$ cat config.mk
export PLATFORM = sky130hd
export DESIGN_NAME = uart_dev_end_flat
export DESIGN_NICKNAME = d
export VERILOG_FILES = /design/src/uart_link_pkg.sv /design/src/uart_link_if.sv /design/src/uart_dev_end.sv /design/src/flat_wrapper.sv
export SDC_FILE = /design/constraint.sdc
export NUM_CORES = 1
export LEC_CHECK = 0
export BUFFER_PORTS_ARGS = -buffer_cell sky130_fd_sc_hd__buf_2
export CAP_MARGIN = 40
export CORE_ASPECT_RATIO = 2
export CORE_MARGIN = 10
export CORE_UTILIZATION = 59
export DETAILED_ROUTE_END_ITERATION = 12
export PLACE_DENSITY = 0.79
export SYNTH_ARGS = -nofsm -noshare
export SYNTH_HDL_FRONTEND = slang
export SYNTH_SLANG_ARGS = --single-unit
$ cat constraint.sdc
create_clock -name mclk -period 2.5 [get_ports mclk]
set_input_delay 0.625 -clock mclk [delete_from_list [all_inputs] [get_ports mclk]]
set_output_delay 0.625 -clock mclk [all_outputs]
set_load 0.1 [all_outputs]
$ cat src/uart_link_pkg.sv
// Shared constants and types for the host/device flow-controlled serial link
package uart_link_pkg;

    // ***********************************
    // Clock and bit timing
    // ***********************************
    localparam int CLK_HZ = 20_000_000;
    localparam int BAUD_RATE = 115_200;
    // Rounded divider keeps generated rate well inside one percent
    localparam int BIT_CYC_I = (CLK_HZ + BAUD_RATE / 2) / BAUD_RATE;
    localparam logic [8:0] BIT_CYC = 9'(BIT_CYC_I);
    localparam logic [8:0] HALF_BIT = 9'(BIT_CYC_I / 2);
    localparam logic [3:0] FRAME_BITS = 4'hA;
    localparam logic [3:0] STOP_IDX = 4'h9;
    localparam logic [3:0] START_IDX = 4'h0;
    localparam logic [3:0] FIRST_BIT = 4'h1;

    // ***********************************
    // Handshake spacing
    // ***********************************
    localparam logic [1:0] MODE4_HOLD_BITS = 2'h2;
    localparam logic [1:0] TX_GAP_BITS = 2'h1;
    localparam int RX_INTERPKT_MS = 20;
    localparam int RX_INTERPKT_CYC = RX_INTERPKT_MS * (CLK_HZ / 1000);

    // ***********************************
    // Buffer and line levels
    // ***********************************
    localparam int BUF_DEPTH_I = 2;
    localparam logic [1:0] BUF_DEPTH = 2'(BUF_DEPTH_I);
    localparam logic LINE_IDLE = 1'b1;
    localparam logic START_BIT = 1'b0;
    localparam logic STOP_BIT = 1'b1;
    localparam logic FLOW_ON = 1'b0;
    localparam logic FLOW_OFF = 1'b1;

    typedef enum logic [1:0] {
        HS_MODE1 = 2'h0,
        HS_MODE2 = 2'h1,
        HS_MODE3 = 2'h2,
        HS_MODE4 = 2'h3
    } hs_mode_t;

endpackage : uart_link_pkg

$ cat src/uart_link_if.sv
// Serial data and flow-control wires between host and device
`timescale 1ns/1ps
interface uart_link_if;
    logic host_txd;
    logic dev_txd;
    logic host_to_dev_request_n;
    logic dev_receive_grant_n;
    logic dev_to_host_request_n;
    logic host_receive_grant_n;

    modport device (
        input host_txd,
        input host_to_dev_request_n,
        input host_receive_grant_n,
        output dev_txd,
        output dev_receive_grant_n,
        output dev_to_host_request_n
    );

    modport host (
        output host_txd,
        output host_to_dev_request_n,
        output host_receive_grant_n,
        input dev_txd,
        input dev_receive_grant_n,
        input dev_to_host_request_n
    );
endinterface : uart_link_if

$ cat src/uart_dev_end.sv
// Device end of the flow-controlled serial link
`timescale 1ns/1ps

// Function
// - Receiver tolerates two percent baud error
// - Transmit rate within one percent
// - Receive grant follows request within 2 ms
// - Host starts first byte within 20 ms
// - Host drops request within 22 ms
// - Host grants transmit within 22 ms
// - Mode 2: host drops grant after request
// - Mode 4: request held two bits after grant
// - Byte starts within two bits of grant
// - Request drops within one bit after packet
// - Host inter-byte gap at most 100 ms
// - Host inter-packet gap at least 20 ms
// - One idle bit between transmitted packets
// - Grant loss never cuts a byte short
module uart_dev_end
    import uart_link_pkg::*;
(
    // Clock and reset
    input wire logic mclk,
    input wire logic sys_rst,
    // Link to host
    uart_link_if.device link,
    // Handshake variant
    input wire hs_mode_t tx_mode,
    // Transmit stream
    input wire logic [7:0] tx_data,
    input wire logic tx_last,
    input wire logic tx_valid,
    output logic tx_ready,
    output logic tx_busy,
    // Receive stream
    output logic [7:0] rx_data,
    output logic rx_valid,
    input wire logic rx_ready,
    output logic rx_overrun,
    output logic rx_frame_err
);

    typedef enum logic [4:0] {
        TX_IDLE = 5'h01,
        TX_REQ = 5'h02,
        TX_SEND = 5'h04,
        TX_HOLD = 5'h08,
        TX_GAP = 5'h10
    } dtx_state_t;

    // ***********************************
    // Bit-rate divider
    // ***********************************
    logic [8:0] div_r;
    logic tick_r;
    logic div_wrap;
    assign div_wrap = (div_r == BIT_CYC - 9'h001);

    always_ff @(posedge mclk) begin
        if (sys_rst) begin
            div_r <= '0;
            tick_r <= 1'b0;
        end else begin
            div_r <= div_wrap ? '0 : div_r + 9'h001;
            tick_r <= div_wrap;
        end
    end

    // ***********************************
    // Two-entry transmit buffer
    // ***********************************
    // Holds bytes while the host withholds its grant; nothing is dropped
    logic [8:0] buf_mem_r [BUF_DEPTH_I];
    logic buf_wp_r;
    logic buf_rp_r;
    logic [1:0] buf_cnt_r;
    logic [1:0] buf_cnt_nxt;
    logic tx_ready_r;
    logic push;
    logic pop;
    logic buf_valid;
    logic [8:0] head;
    assign push = tx_valid && tx_ready_r;
    assign buf_valid = (buf_cnt_r != 2'h0);
    assign head = buf_mem_r[buf_rp_r];
    assign buf_cnt_nxt = buf_cnt_r + {1'b0, push} - {1'b0, pop};

    for (genvar i = 0; i < BUF_DEPTH_I; i++) begin : g_buf
        always_ff @(posedge mclk) begin
            if (push && buf_wp_r == 1'(i)) begin
                buf_mem_r[i] <= {tx_last, tx_data};
            end
        end
    end

    always_ff @(posedge mclk) begin
        if (sys_rst) begin
            buf_wp_r <= 1'b0;
            buf_rp_r <= 1'b0;
            buf_cnt_r <= '0;
            tx_ready_r <= 1'b0;
        end else begin
            buf_wp_r <= buf_wp_r ^ push;
            buf_rp_r <= buf_rp_r ^ pop;
            buf_cnt_r <= buf_cnt_nxt;
            tx_ready_r <= (buf_cnt_nxt != BUF_DEPTH);
        end
    end

    // ***********************************
    // Transmit handshake and framing
    // ***********************************
    dtx_state_t tx_st_r, tx_st_nxt;
    logic req_n_r, req_n_nxt;
    logic txd_r, txd_nxt;
    logic [8:0] sh_r, sh_nxt;
    logic [3:0] bit_r, bit_nxt;
    logic last_r, last_nxt;
    logic [1:0] gap_r, gap_nxt;
    logic [1:0] gneg_r;
    logic tx_busy_r;
    logic grant_on;
    logic hold_done;
    assign grant_on = (link.host_receive_grant_n == FLOW_ON);
    // Mode 4 keeps asking two full bit periods past grant loss; first tick is partial
    assign hold_done = (tx_mode != HS_MODE4) || (!grant_on && gneg_r == MODE4_HOLD_BITS + 2'h1);

    always_comb begin
        tx_st_nxt = tx_st_r;
        req_n_nxt = req_n_r;
        txd_nxt = txd_r;
        sh_nxt = sh_r;
        bit_nxt = bit_r;
        last_nxt = last_r;
        gap_nxt = gap_r;
        pop = 1'b0;
        unique case (tx_st_r)
            TX_IDLE: begin
                // Wait for the previous grant to clear before a new packet
                if (buf_valid && !grant_on) begin
                    req_n_nxt = FLOW_ON;
                    tx_st_nxt = TX_REQ;
                end
            end
            TX_REQ: begin
                if (tick_r && grant_on && buf_valid) begin
                    pop = 1'b1;
                    txd_nxt = START_BIT;
                    sh_nxt = {STOP_BIT, head[7:0]};
                    last_nxt = head[8];
                    bit_nxt = FIRST_BIT;
                    tx_st_nxt = TX_SEND;
                end
            end
            TX_SEND: begin
                if (tick_r) begin
                    if (bit_r != FRAME_BITS) begin
                        txd_nxt = sh_r[0];
                        sh_nxt = {LINE_IDLE, sh_r[8:1]};
                        bit_nxt = bit_r + 4'h1;
                    end else if (!last_r) begin
                        tx_st_nxt = TX_REQ;
                    end else if (hold_done) begin
                        req_n_nxt = FLOW_OFF;
                        gap_nxt = '0;
                        tx_st_nxt = TX_GAP;
                    end else begin
                        tx_st_nxt = TX_HOLD;
                    end
                end
            end
            TX_HOLD: begin
                if (hold_done) begin
                    req_n_nxt = FLOW_OFF;
                    gap_nxt = '0;
                    tx_st_nxt = TX_GAP;
                end
            end
            TX_GAP: begin
                if (tick_r) begin
                    gap_nxt = gap_r + 2'h1;
                    if (gap_r + 2'h1 == TX_GAP_BITS) begin
                        tx_st_nxt = TX_IDLE;
                    end
                end
            end
        endcase
    end

    always_ff @(posedge mclk) begin
        if (sys_rst) begin
            tx_st_r <= TX_IDLE;
            req_n_r <= FLOW_OFF;
            txd_r <= LINE_IDLE;
            sh_r <= '1;
            bit_r <= '0;
            last_r <= 1'b0;
            gap_r <= '0;
            tx_busy_r <= 1'b0;
        end else begin
            tx_st_r <= tx_st_nxt;
            req_n_r <= req_n_nxt;
            txd_r <= txd_nxt;
            sh_r <= sh_nxt;
            bit_r <= bit_nxt;
            last_r <= last_nxt;
            gap_r <= gap_nxt;
            tx_busy_r <= (tx_st_nxt != TX_IDLE);
        end
    end

    // Bit periods since the grant went away, saturating
    always_ff @(posedge mclk) begin
        if (sys_rst || grant_on) begin
            gneg_r <= '0;
        end else if (tick_r && gneg_r != MODE4_HOLD_BITS + 2'h1) begin
            gneg_r <= gneg_r + 2'h1;
        end
    end

    // ***********************************
    // Receiver
    // ***********************************
    logic rx_busy_r;
    logic [8:0] rx_cnt_r;
    logic [3:0] rx_idx_r;
    logic [7:0] rx_sh_r;
    logic rxd_prev_r;
    logic [7:0] rx_data_r;
    logic rx_valid_r;
    logic rx_ovr_r;
    logic rx_ferr_r;
    logic gnt_n_r;
    logic rxd;
    logic rx_start;
    logic rx_samp;
    logic rx_done;
    logic rx_abort;
    logic rx_good;
    assign rxd = link.host_txd;
    assign rx_start = !rx_busy_r && rxd_prev_r == LINE_IDLE && rxd == START_BIT;
    assign rx_samp = rx_busy_r && rx_cnt_r == 9'h000;
    assign rx_done = rx_samp && rx_idx_r == STOP_IDX;
    assign rx_abort = rx_samp && rx_idx_r == START_IDX && rxd != START_BIT;
    assign rx_good = rx_done && rxd == STOP_BIT;

    always_ff @(posedge mclk) begin
        if (sys_rst) begin
            rx_busy_r <= 1'b0;
            rx_cnt_r <= '0;
            rx_idx_r <= '0;
            rx_sh_r <= '0;
            rxd_prev_r <= LINE_IDLE;
        end else begin
            rxd_prev_r <= rxd;
            if (rx_start) begin
                // Mid-bit sampling from the start edge absorbs two percent drift
                rx_busy_r <= 1'b1;
                rx_cnt_r <= HALF_BIT;
                rx_idx_r <= START_IDX;
            end else if (rx_samp) begin
                rx_busy_r <= !(rx_done || rx_abort);
                rx_cnt_r <= BIT_CYC - 9'h001;
                rx_idx_r <= rx_idx_r + 4'h1;
                if (rx_idx_r != START_IDX && rx_idx_r != STOP_IDX) begin
                    rx_sh_r <= {rxd, rx_sh_r[7:1]};
                end
            end else if (rx_busy_r) begin
                rx_cnt_r <= rx_cnt_r - 9'h001;
            end
        end
    end

    always_ff @(posedge mclk) begin
        if (sys_rst) begin
            rx_data_r <= '0;
            rx_valid_r <= 1'b0;
            rx_ovr_r <= 1'b0;
            rx_ferr_r <= 1'b0;
            gnt_n_r <= FLOW_OFF;
        end else begin
            // New byte wins over a same-cycle take
            if (rx_good && (!rx_valid_r || rx_ready)) begin
                rx_data_r <= rx_sh_r;
                rx_valid_r <= 1'b1;
            end else if (rx_ready) begin
                rx_valid_r <= 1'b0;
            end
            rx_ovr_r <= rx_good && rx_valid_r && !rx_ready;
            rx_ferr_r <= rx_done && rxd != STOP_BIT;
            gnt_n_r <= link.host_to_dev_request_n;
        end
    end

    // ***********************************
    // Outputs
    // ***********************************
    assign link.dev_txd = txd_r;
    assign link.dev_to_host_request_n = req_n_r;
    assign link.dev_receive_grant_n = gnt_n_r;
    assign tx_ready = tx_ready_r;
    assign tx_busy = tx_busy_r;
    assign rx_data = rx_data_r;
    assign rx_valid = rx_valid_r;
    assign rx_overrun = rx_ovr_r;
    assign rx_frame_err = rx_ferr_r;

endmodule : uart_dev_end

$ cat src/flat_wrapper.sv
// flat-port wrapper written by rule: the top's interface ports become plain ports
module uart_dev_end_flat import uart_link_pkg::*;
  (mclk, sys_rst, tx_mode, tx_data, tx_last, tx_valid, tx_ready, tx_busy, rx_data, rx_valid, rx_ready, rx_overrun, rx_frame_err, link_host_txd, link_host_to_dev_request_n, link_host_receive_grant_n, link_dev_txd, link_dev_receive_grant_n, link_dev_to_host_request_n);
  uart_link_if link_i ();
  input wire logic mclk;
  input wire logic sys_rst;
  input wire hs_mode_t tx_mode;
  input wire logic [7:0] tx_data;
  input wire logic tx_last;
  input wire logic tx_valid;
  output logic tx_ready;
  output logic tx_busy;
  output logic [7:0] rx_data;
  output logic rx_valid;
  input wire logic rx_ready;
  output logic rx_overrun;
  output logic rx_frame_err;
  input wire logic [$bits(link_i.host_txd)-1:0] link_host_txd;
  input wire logic [$bits(link_i.host_to_dev_request_n)-1:0] link_host_to_dev_request_n;
  input wire logic [$bits(link_i.host_receive_grant_n)-1:0] link_host_receive_grant_n;
  output wire logic [$bits(link_i.dev_txd)-1:0] link_dev_txd;
  output wire logic [$bits(link_i.dev_receive_grant_n)-1:0] link_dev_receive_grant_n;
  output wire logic [$bits(link_i.dev_to_host_request_n)-1:0] link_dev_to_host_request_n;
  assign link_i.host_txd = link_host_txd;
  assign link_i.host_to_dev_request_n = link_host_to_dev_request_n;
  assign link_i.host_receive_grant_n = link_host_receive_grant_n;
  assign link_dev_txd = link_i.dev_txd;
  assign link_dev_receive_grant_n = link_i.dev_receive_grant_n;
  assign link_dev_to_host_request_n = link_i.dev_to_host_request_n;
  uart_dev_end u_core (.mclk(mclk), .sys_rst(sys_rst), .link(link_i), .tx_mode(tx_mode), .tx_data(tx_data), .tx_last(tx_last), .tx_valid(tx_valid), .tx_ready(tx_ready), .tx_busy(tx_busy), .rx_data(rx_data), .rx_valid(rx_valid), .rx_ready(rx_ready), .rx_overrun(rx_overrun), .rx_frame_err(rx_frame_err));
endmodule
==> out/results.ini, run 1 <==
[critical_path]
critPathKind=register to register
cp-end-kind=register
crit_fanout=11
rr_worst_depth=10
cp-start-kind=register
required_ns=2.78
cp_data_arrival_time_ns=2.43

[timing]
slew_headroom_pct=50.73
finClkSkew_ns=0.009362
fmax_ghz=0.4643
drv_slew=0
tns_ns=0
rsz0062_at_grt=false
finalCritPeriodShare_pct=86.14
setup_viol=0
hold_slack_ns=0.4629
worstMarginPinSlew_ns=0.7323
hold_viol_final=0
period_minus_slack_ns=2.154

[placement]
place_inst=540
place_area_um2=4403
io_buffers=33
gp_congestion=0.8974
dp_hpwl_um=6922

[power_and_ir_drop]
p_seq_share_pct=47.9
swShare_pct=24.71
pwr-share-comb_pct=10.0
irDropWorstVdd_mv=0.7008
switchingPower_uw=842.3
p_clk_share_pct=42.1
power_leakage_uw=0.001829
p_int_uw=2567
power_uw=3409
pwr_density_cell_nw_per_um2=721.6

[cells_and_area]
drive_gt1_share_pct=14.59
syn_to_final_growth_pct=14.32
layoutNonFillerInstCount=556
final_area_um2=4725
n_antenna_cell=0
fin_nets=494
fill_cells=589

[clock_tree]
post-cts-setup-buffers=0
cts_max_level=3
cts_tree=yes
clkSinkCount=93
clockBufferDepth=2
cts_resized=0
clockRootBuffer=clkbuf_16
clkTransAtPathRegs_ns=0.06
numCtsBuffers=9
holdBufCountCts=0
clk_latency_ns=0.34

[floorplanning]
die_area_um2=10960
start_util_pct=60.01
std_cell_rows=43
die_h_um=138.4
core_area_um2=6887
io_pins=34
die_width_um=79.18

[detailed_routing]
ant_nets=0
drt-initial-drc-count=203
routed_wirelength_um=9290
wl_per_cell_um=16.71
drc=0
drt-pass1-iter-count=4
routed_via_density=5.984
vias=3327

[yosys]
synth_ff_type=dfxtp_1
yosysWarnings=0
synth_area_um2=4133
syn-num-nets=459
synthTopCellsByArea=dfxtp_1 36%, edfxtp_1 13%, mux2i_1 4.6%
yosysSeqAreaShare_pct=49.41
synthArstFlopShare_pct=0
netlist-cell-type-count=54
synth_common_cells=75 x dfxtp_1, 37 x nor2_1, 30 x nand3_1, 30 x o21ai_0, 23 x a21oi_1
avgSynthCellArea_um2=9.701
yosysMostFrequentCell=dfxtp_1
yosys_register_bits=93
post-synth-top-area-cell=dfxtp_1
netlist_instances=426
netlist.area_leader.share_pct=36.33
synth_edf_count=18

[grt]
grt_pass1_vias=3420
grt_overflow=0
grt_usage_pct=17.68
grt_max_degree=23
antenna_found_initial=0
grt_first_pass_wirelength_um=15640

[worst_hold_path]
hold_path_class=register to register
min_path_cells=2

[outcome]
status=complete, no violations

[job]
maxCapViolCount=0

-- worst paths after layout --
check | slack (ns) | from | endpoint
setup / recovery | 0.35 | u_core.tx_st_r[0] | u_core.tx_ready
hold / removal | 0.46 | u_core.gap_r[0] | u_core.gap_r[0]
setup reg to reg | 0.35 | u_core.tx_st_r[0] | u_core.tx_ready
hold reg to reg | 0.46 | u_core.gap_r[0] | u_core.gap_r[0]
-- stage by stage --
| step | worst slack [ns] | util, % |
|---|---|---|
| 3_5_place_dp | 0.2241 | 63.94 |
| 3_3_place_gp | 0.3998 | 63.94 |
| 2_1_floorplan | 0.4787 | - |
| 5_1_grt | 0.1984 | 68.60 |
| 6_report | 0.3464 | 68.60 |
| 4_1_cts | 0.2113 | 68.51 |
-- worst max-delay path, stage by stage (launching register included) --
cell      delay [ns]
dfxtp_1         0.42
nor4_2          0.44
nand4_1         0.17
clkinv_1        0.10
ha_1            0.23
inv_1           0.07
ha_1            0.16
xor2_1          0.19
xnor2_1         0.17
nor2_1          0.06
nor2_1          0.08
-- metal layers --
metal  GRT usage [%]  vias up  wire [um]
met1           16.03     1620       3345
li1                -     1632          -
met5               0        -          0
met3           3.701       16        228
met4           9.497        0        250
met2           34.04       59       5466
-- cell type report --
cell class | count | area (um^2) | area share [%]
multi-input cells | 298 | 1958 | 41.45
inverters | 17 | 63.81 | 1.351
flip-flops and latches | 93 | 2042 | 43.22
clock buffers | 10 | 229.0 | 4.846
clock inverters | 6 | 86.33 | 1.827
well taps | 90 | 112.6 | 2.383
repair buffers | 42 | 232.7 | 4.926
-- placed cells by master (no fill, tap or decap), types with 7 or more instances in the layout --
master,synthesis,final
buf_4,0,9
ha_1,15,15
xnor2_1,8,8
nor3_1,8,8
nor2_1,37,37
nor4_1,8,7
o211ai_1,12,12
a21oi_1,23,23
mux2i_1,19,19
clkbuf_16,0,9
dfxtp_1,75,75
xor2_1,10,10
nand2_1,21,21
buf_2,6,33
edfxtp_1,18,18
nand3_1,30,30
o21ai_0,30,30
inv_1,15,15
-- cells by family (layout without fill, tap and decap cells) --
family | after synthesis | in the layout | share of synthesized area (%)
AOI/OAI and AO/OA | 94 | 94 | 14.47
xor gates and xnor gates | 18 | 18 | 3.815
adders and majority gates | 15 | 15 | 4.541
buffers and inverters | 35 | 75 | 3.361
DFF | 93 | 93 | 49.41
muxes | 19 | 19 | 4.602
and+or+nand+nor | 152 | 152 | 19.80
-- power groups by stage --
stage	clock [uW]	sequential (uW)	combinational (uW)
after floorplan	0	1710	209
after global placement	0	1660	329
after detailed placement	0	1670	341
after CTS	1470	1630	343
after global routing	1510	1640	376
final	1430	1630	342
-- registers in the layout, indices dropped and copies added (netlist names), 2 cells and up --
signal and count:
u_core.gneg_r 2, u_core.div_r 9, u_core.sh_r 8, u_core.bit_r 4
u_core.rx_data 8, u_core.gap_r 2, u_core.rx_sh_r 8, u_core.rx_cnt_r 9
u_core.tx_st_r 5, u_core.buf_mem_r 18, u_core.buf_cnt_r 2, u_core.rx_idx_r 4
Note: power is estimated with default switching activity, not from simulation.
==> inputs of run 2 (changes only) <==
- CORE_MARGIN: 10 -> 4
==> run 2 against run 1 <==
Compared with the run above: register-to-register slack worse by 0.12 ns; power down 2.5%; clock skew fell by 0.0025 ns; via count grew 1.0%; clock power fell by 6%; largest power group unchanged.
==> out/results.ini, run 2 (synthesized netlist as in run 1, its figures left out) <==
[power_and_ir_drop]
irDropWorstVdd_mv=0.5518  ; was 0.7008 mV
power_leakage_uw=0.001842  ; was 0.001829 uW
pwr_density_cell_nw_per_um2=701.8  ; was 721.6 nW/um^2

[detailed_routing]
routed_wirelength_um=9061  ; was 9290 um
drt-pass1-iter-count=4  ; unchanged
wl_per_cell_um=16.21  ; was 16.71 um
ant_nets=0  ; unchanged
drt-initial-drc-count=181  ; was 203
drc=0  ; unchanged
routed_via_density=6.013  ; was 5.984
vias=3361  ; was 3327

[placement]
gp_congestion=0.9211  ; was 0.8974
dp_hpwl_um=6582  ; was 6922 um
io_buffers=33  ; unchanged

[clock_tree]
clkTransAtPathRegs_ns=0.06  ; about the same
clockRootBuffer=clkbuf_16  ; unchanged
clkSinkCount=93  ; unchanged
cts_resized=0  ; unchanged
clk_latency_ns=0.34  ; about the same
cts_tree=yes  ; unchanged
post-cts-setup-buffers=0  ; unchanged
numCtsBuffers=9  ; unchanged
clockBufferDepth=2  ; unchanged
cts_max_level=3  ; unchanged
holdBufCountCts=0  ; unchanged

[cells_and_area]
n_antenna_cell=0  ; unchanged
drive_gt1_share_pct=15.50  ; was 14.59%
top_regs=u_core.buf_mem_r (18), u_core.div_r (9), u_core.rx_cnt_r (9)  ; unchanged
layout_common_cells=75 x dfxtp_1, 37 x nor2_1, 33 x buf_2  ; unchanged
fin_nets=499  ; was 494
utilization_pct=70.44  ; was 68.60%
largest_register=u_core.buf_mem_r  ; unchanged
largest_reg_flops=18  ; unchanged
layout_commonest_cell=dfxtp_1  ; unchanged
fill_cells=563  ; was 589
syn_to_final_growth_pct=14.65  ; was 14.32%

[floorplanning]
die_h_um=126.4  ; was 138.4 um
die_area_um2=8489  ; was 10960 um^2
die_width_um=67.18  ; was 79.18 um
std_cell_rows=42  ; was 43
core_area_um2=6726  ; was 6887 um^2
start_util_pct=61.44  ; was 60.01%
io_pins=34  ; unchanged

[timing]
period_minus_slack_ns=2.273  ; was 2.154 ns
tns_ns=0  ; unchanged
finalCritPeriodShare_pct=90.90  ; was 86.14%
fmax_ghz=0.4400  ; was 0.4643 GHz
drv_slew=0  ; unchanged
finClkSkew_ns=0.006910  ; was 0.009362 ns
rsz0062_at_grt=false  ; unchanged
setup_viol=0  ; unchanged
slew_headroom_pct=48.37  ; was 50.73%
worstMarginPinSlew_ns=0.7674  ; was 0.7323 ns
hold_viol_final=0  ; unchanged

[critical_path]
cp-start-kind=register  ; unchanged
critPathKind=register to register  ; unchanged
cp-end-kind=register  ; unchanged
cp_data_arrival_time_ns=2.55  ; was 2.43 ns
crit_fanout=12  ; was 11
reg2reg_slack_ns=0.23  ; was 0.35 ns
rr_worst_depth=10  ; unchanged
required_ns=2.77  ; was 2.78 ns

[grt]
antenna_found_initial=0  ; unchanged
grt_pass1_vias=3400  ; was 3420
grt_overflow=0  ; unchanged
grt_max_degree=21  ; was 23
grt_usage_pct=22.92  ; was 17.68%
grt_first_pass_wirelength_um=15000  ; was 15640 um

[job]
maxCapViolCount=0  ; unchanged

[worst_hold_path]
hold_path_class=register to register  ; unchanged
min_path_cells=2  ; unchanged

[outcome]
status=complete, no violations  ; unchanged

==> run 2: cell count changes in the layout (fill, tap and decap cells not counted), sizes merged <==
cell	change
bufinv	-1
clkinvlp	+1
buf	+5
==> run 2: worst max-delay path, cell delays in order, from the launching register on <==
cell and delay [ns]:
dfxtp_1 0.41, nor4_1 0.52, nand4_1 0.23, clkinv_1 0.11, ha_1 0.23, inv_1 0.06, ha_1 0.15, xor2_1 0.18
xnor2_1 0.17, nor2_1 0.08, nor2_1 0.09
==> run 2: final timing paths <==
| check | from | to |
|---|---|---|
| setup / recovery | u_core.tx_st_r[3] | u_core.tx_ready |
| hold / removal | u_core.gap_r[0] | u_core.gap_r[0] |
| setup reg to reg | u_core.tx_st_r[3] | u_core.tx_ready |
| hold reg to reg | u_core.gap_r[0] | u_core.gap_r[0] |
==> run 2: area by class of cell <==
type	instances	area, um^2	share of cell area [%]
clock inverters	6	71.32	1.505
well taps	88	110.1	2.324
flip-flops and latches	93	2042	43.09
clock buffers	10	229.0	4.832
inverters	17	63.81	1.347
repair buffers	47	270.3	5.704
multi-input cells	298	1952	41.19
==> run 2: per-layer routing <==
metal	track usage (%)	part of all wire (%)	wire, um
met5	0	0	0
met4	12.80	4.1	376
met2	43.97	58	5258
met1	21.47	36	3218
met3	3.628	2.3	208
==> run 2: power breakdown <==
| group | internal, uW | total, uW | switching (uW) |
|---|---|---|---|
| Clock | 781 | 1340 | 559 |
| Combinational | 117 | 355 | 238 |
| Sequential | 1580 | 1630 | 49.5 |
==> run 2: metrics by stage <==
stage	setup slack, ns	hold WS (ns)	instances	area [um^2]	total power [uW]
after floorplan	0.4787	0.4351	426	4133	1916
after global placement	0.3952	0.4454	543	4438	1999
after detailed placement	0.3327	0.4510	543	4438	2010
after CTS	0.2528	0.4595	559	4738	3343
after global routing	0.06297	0.4692	559	4738	3440
final	0.2275	0.4581	559	4738	3325
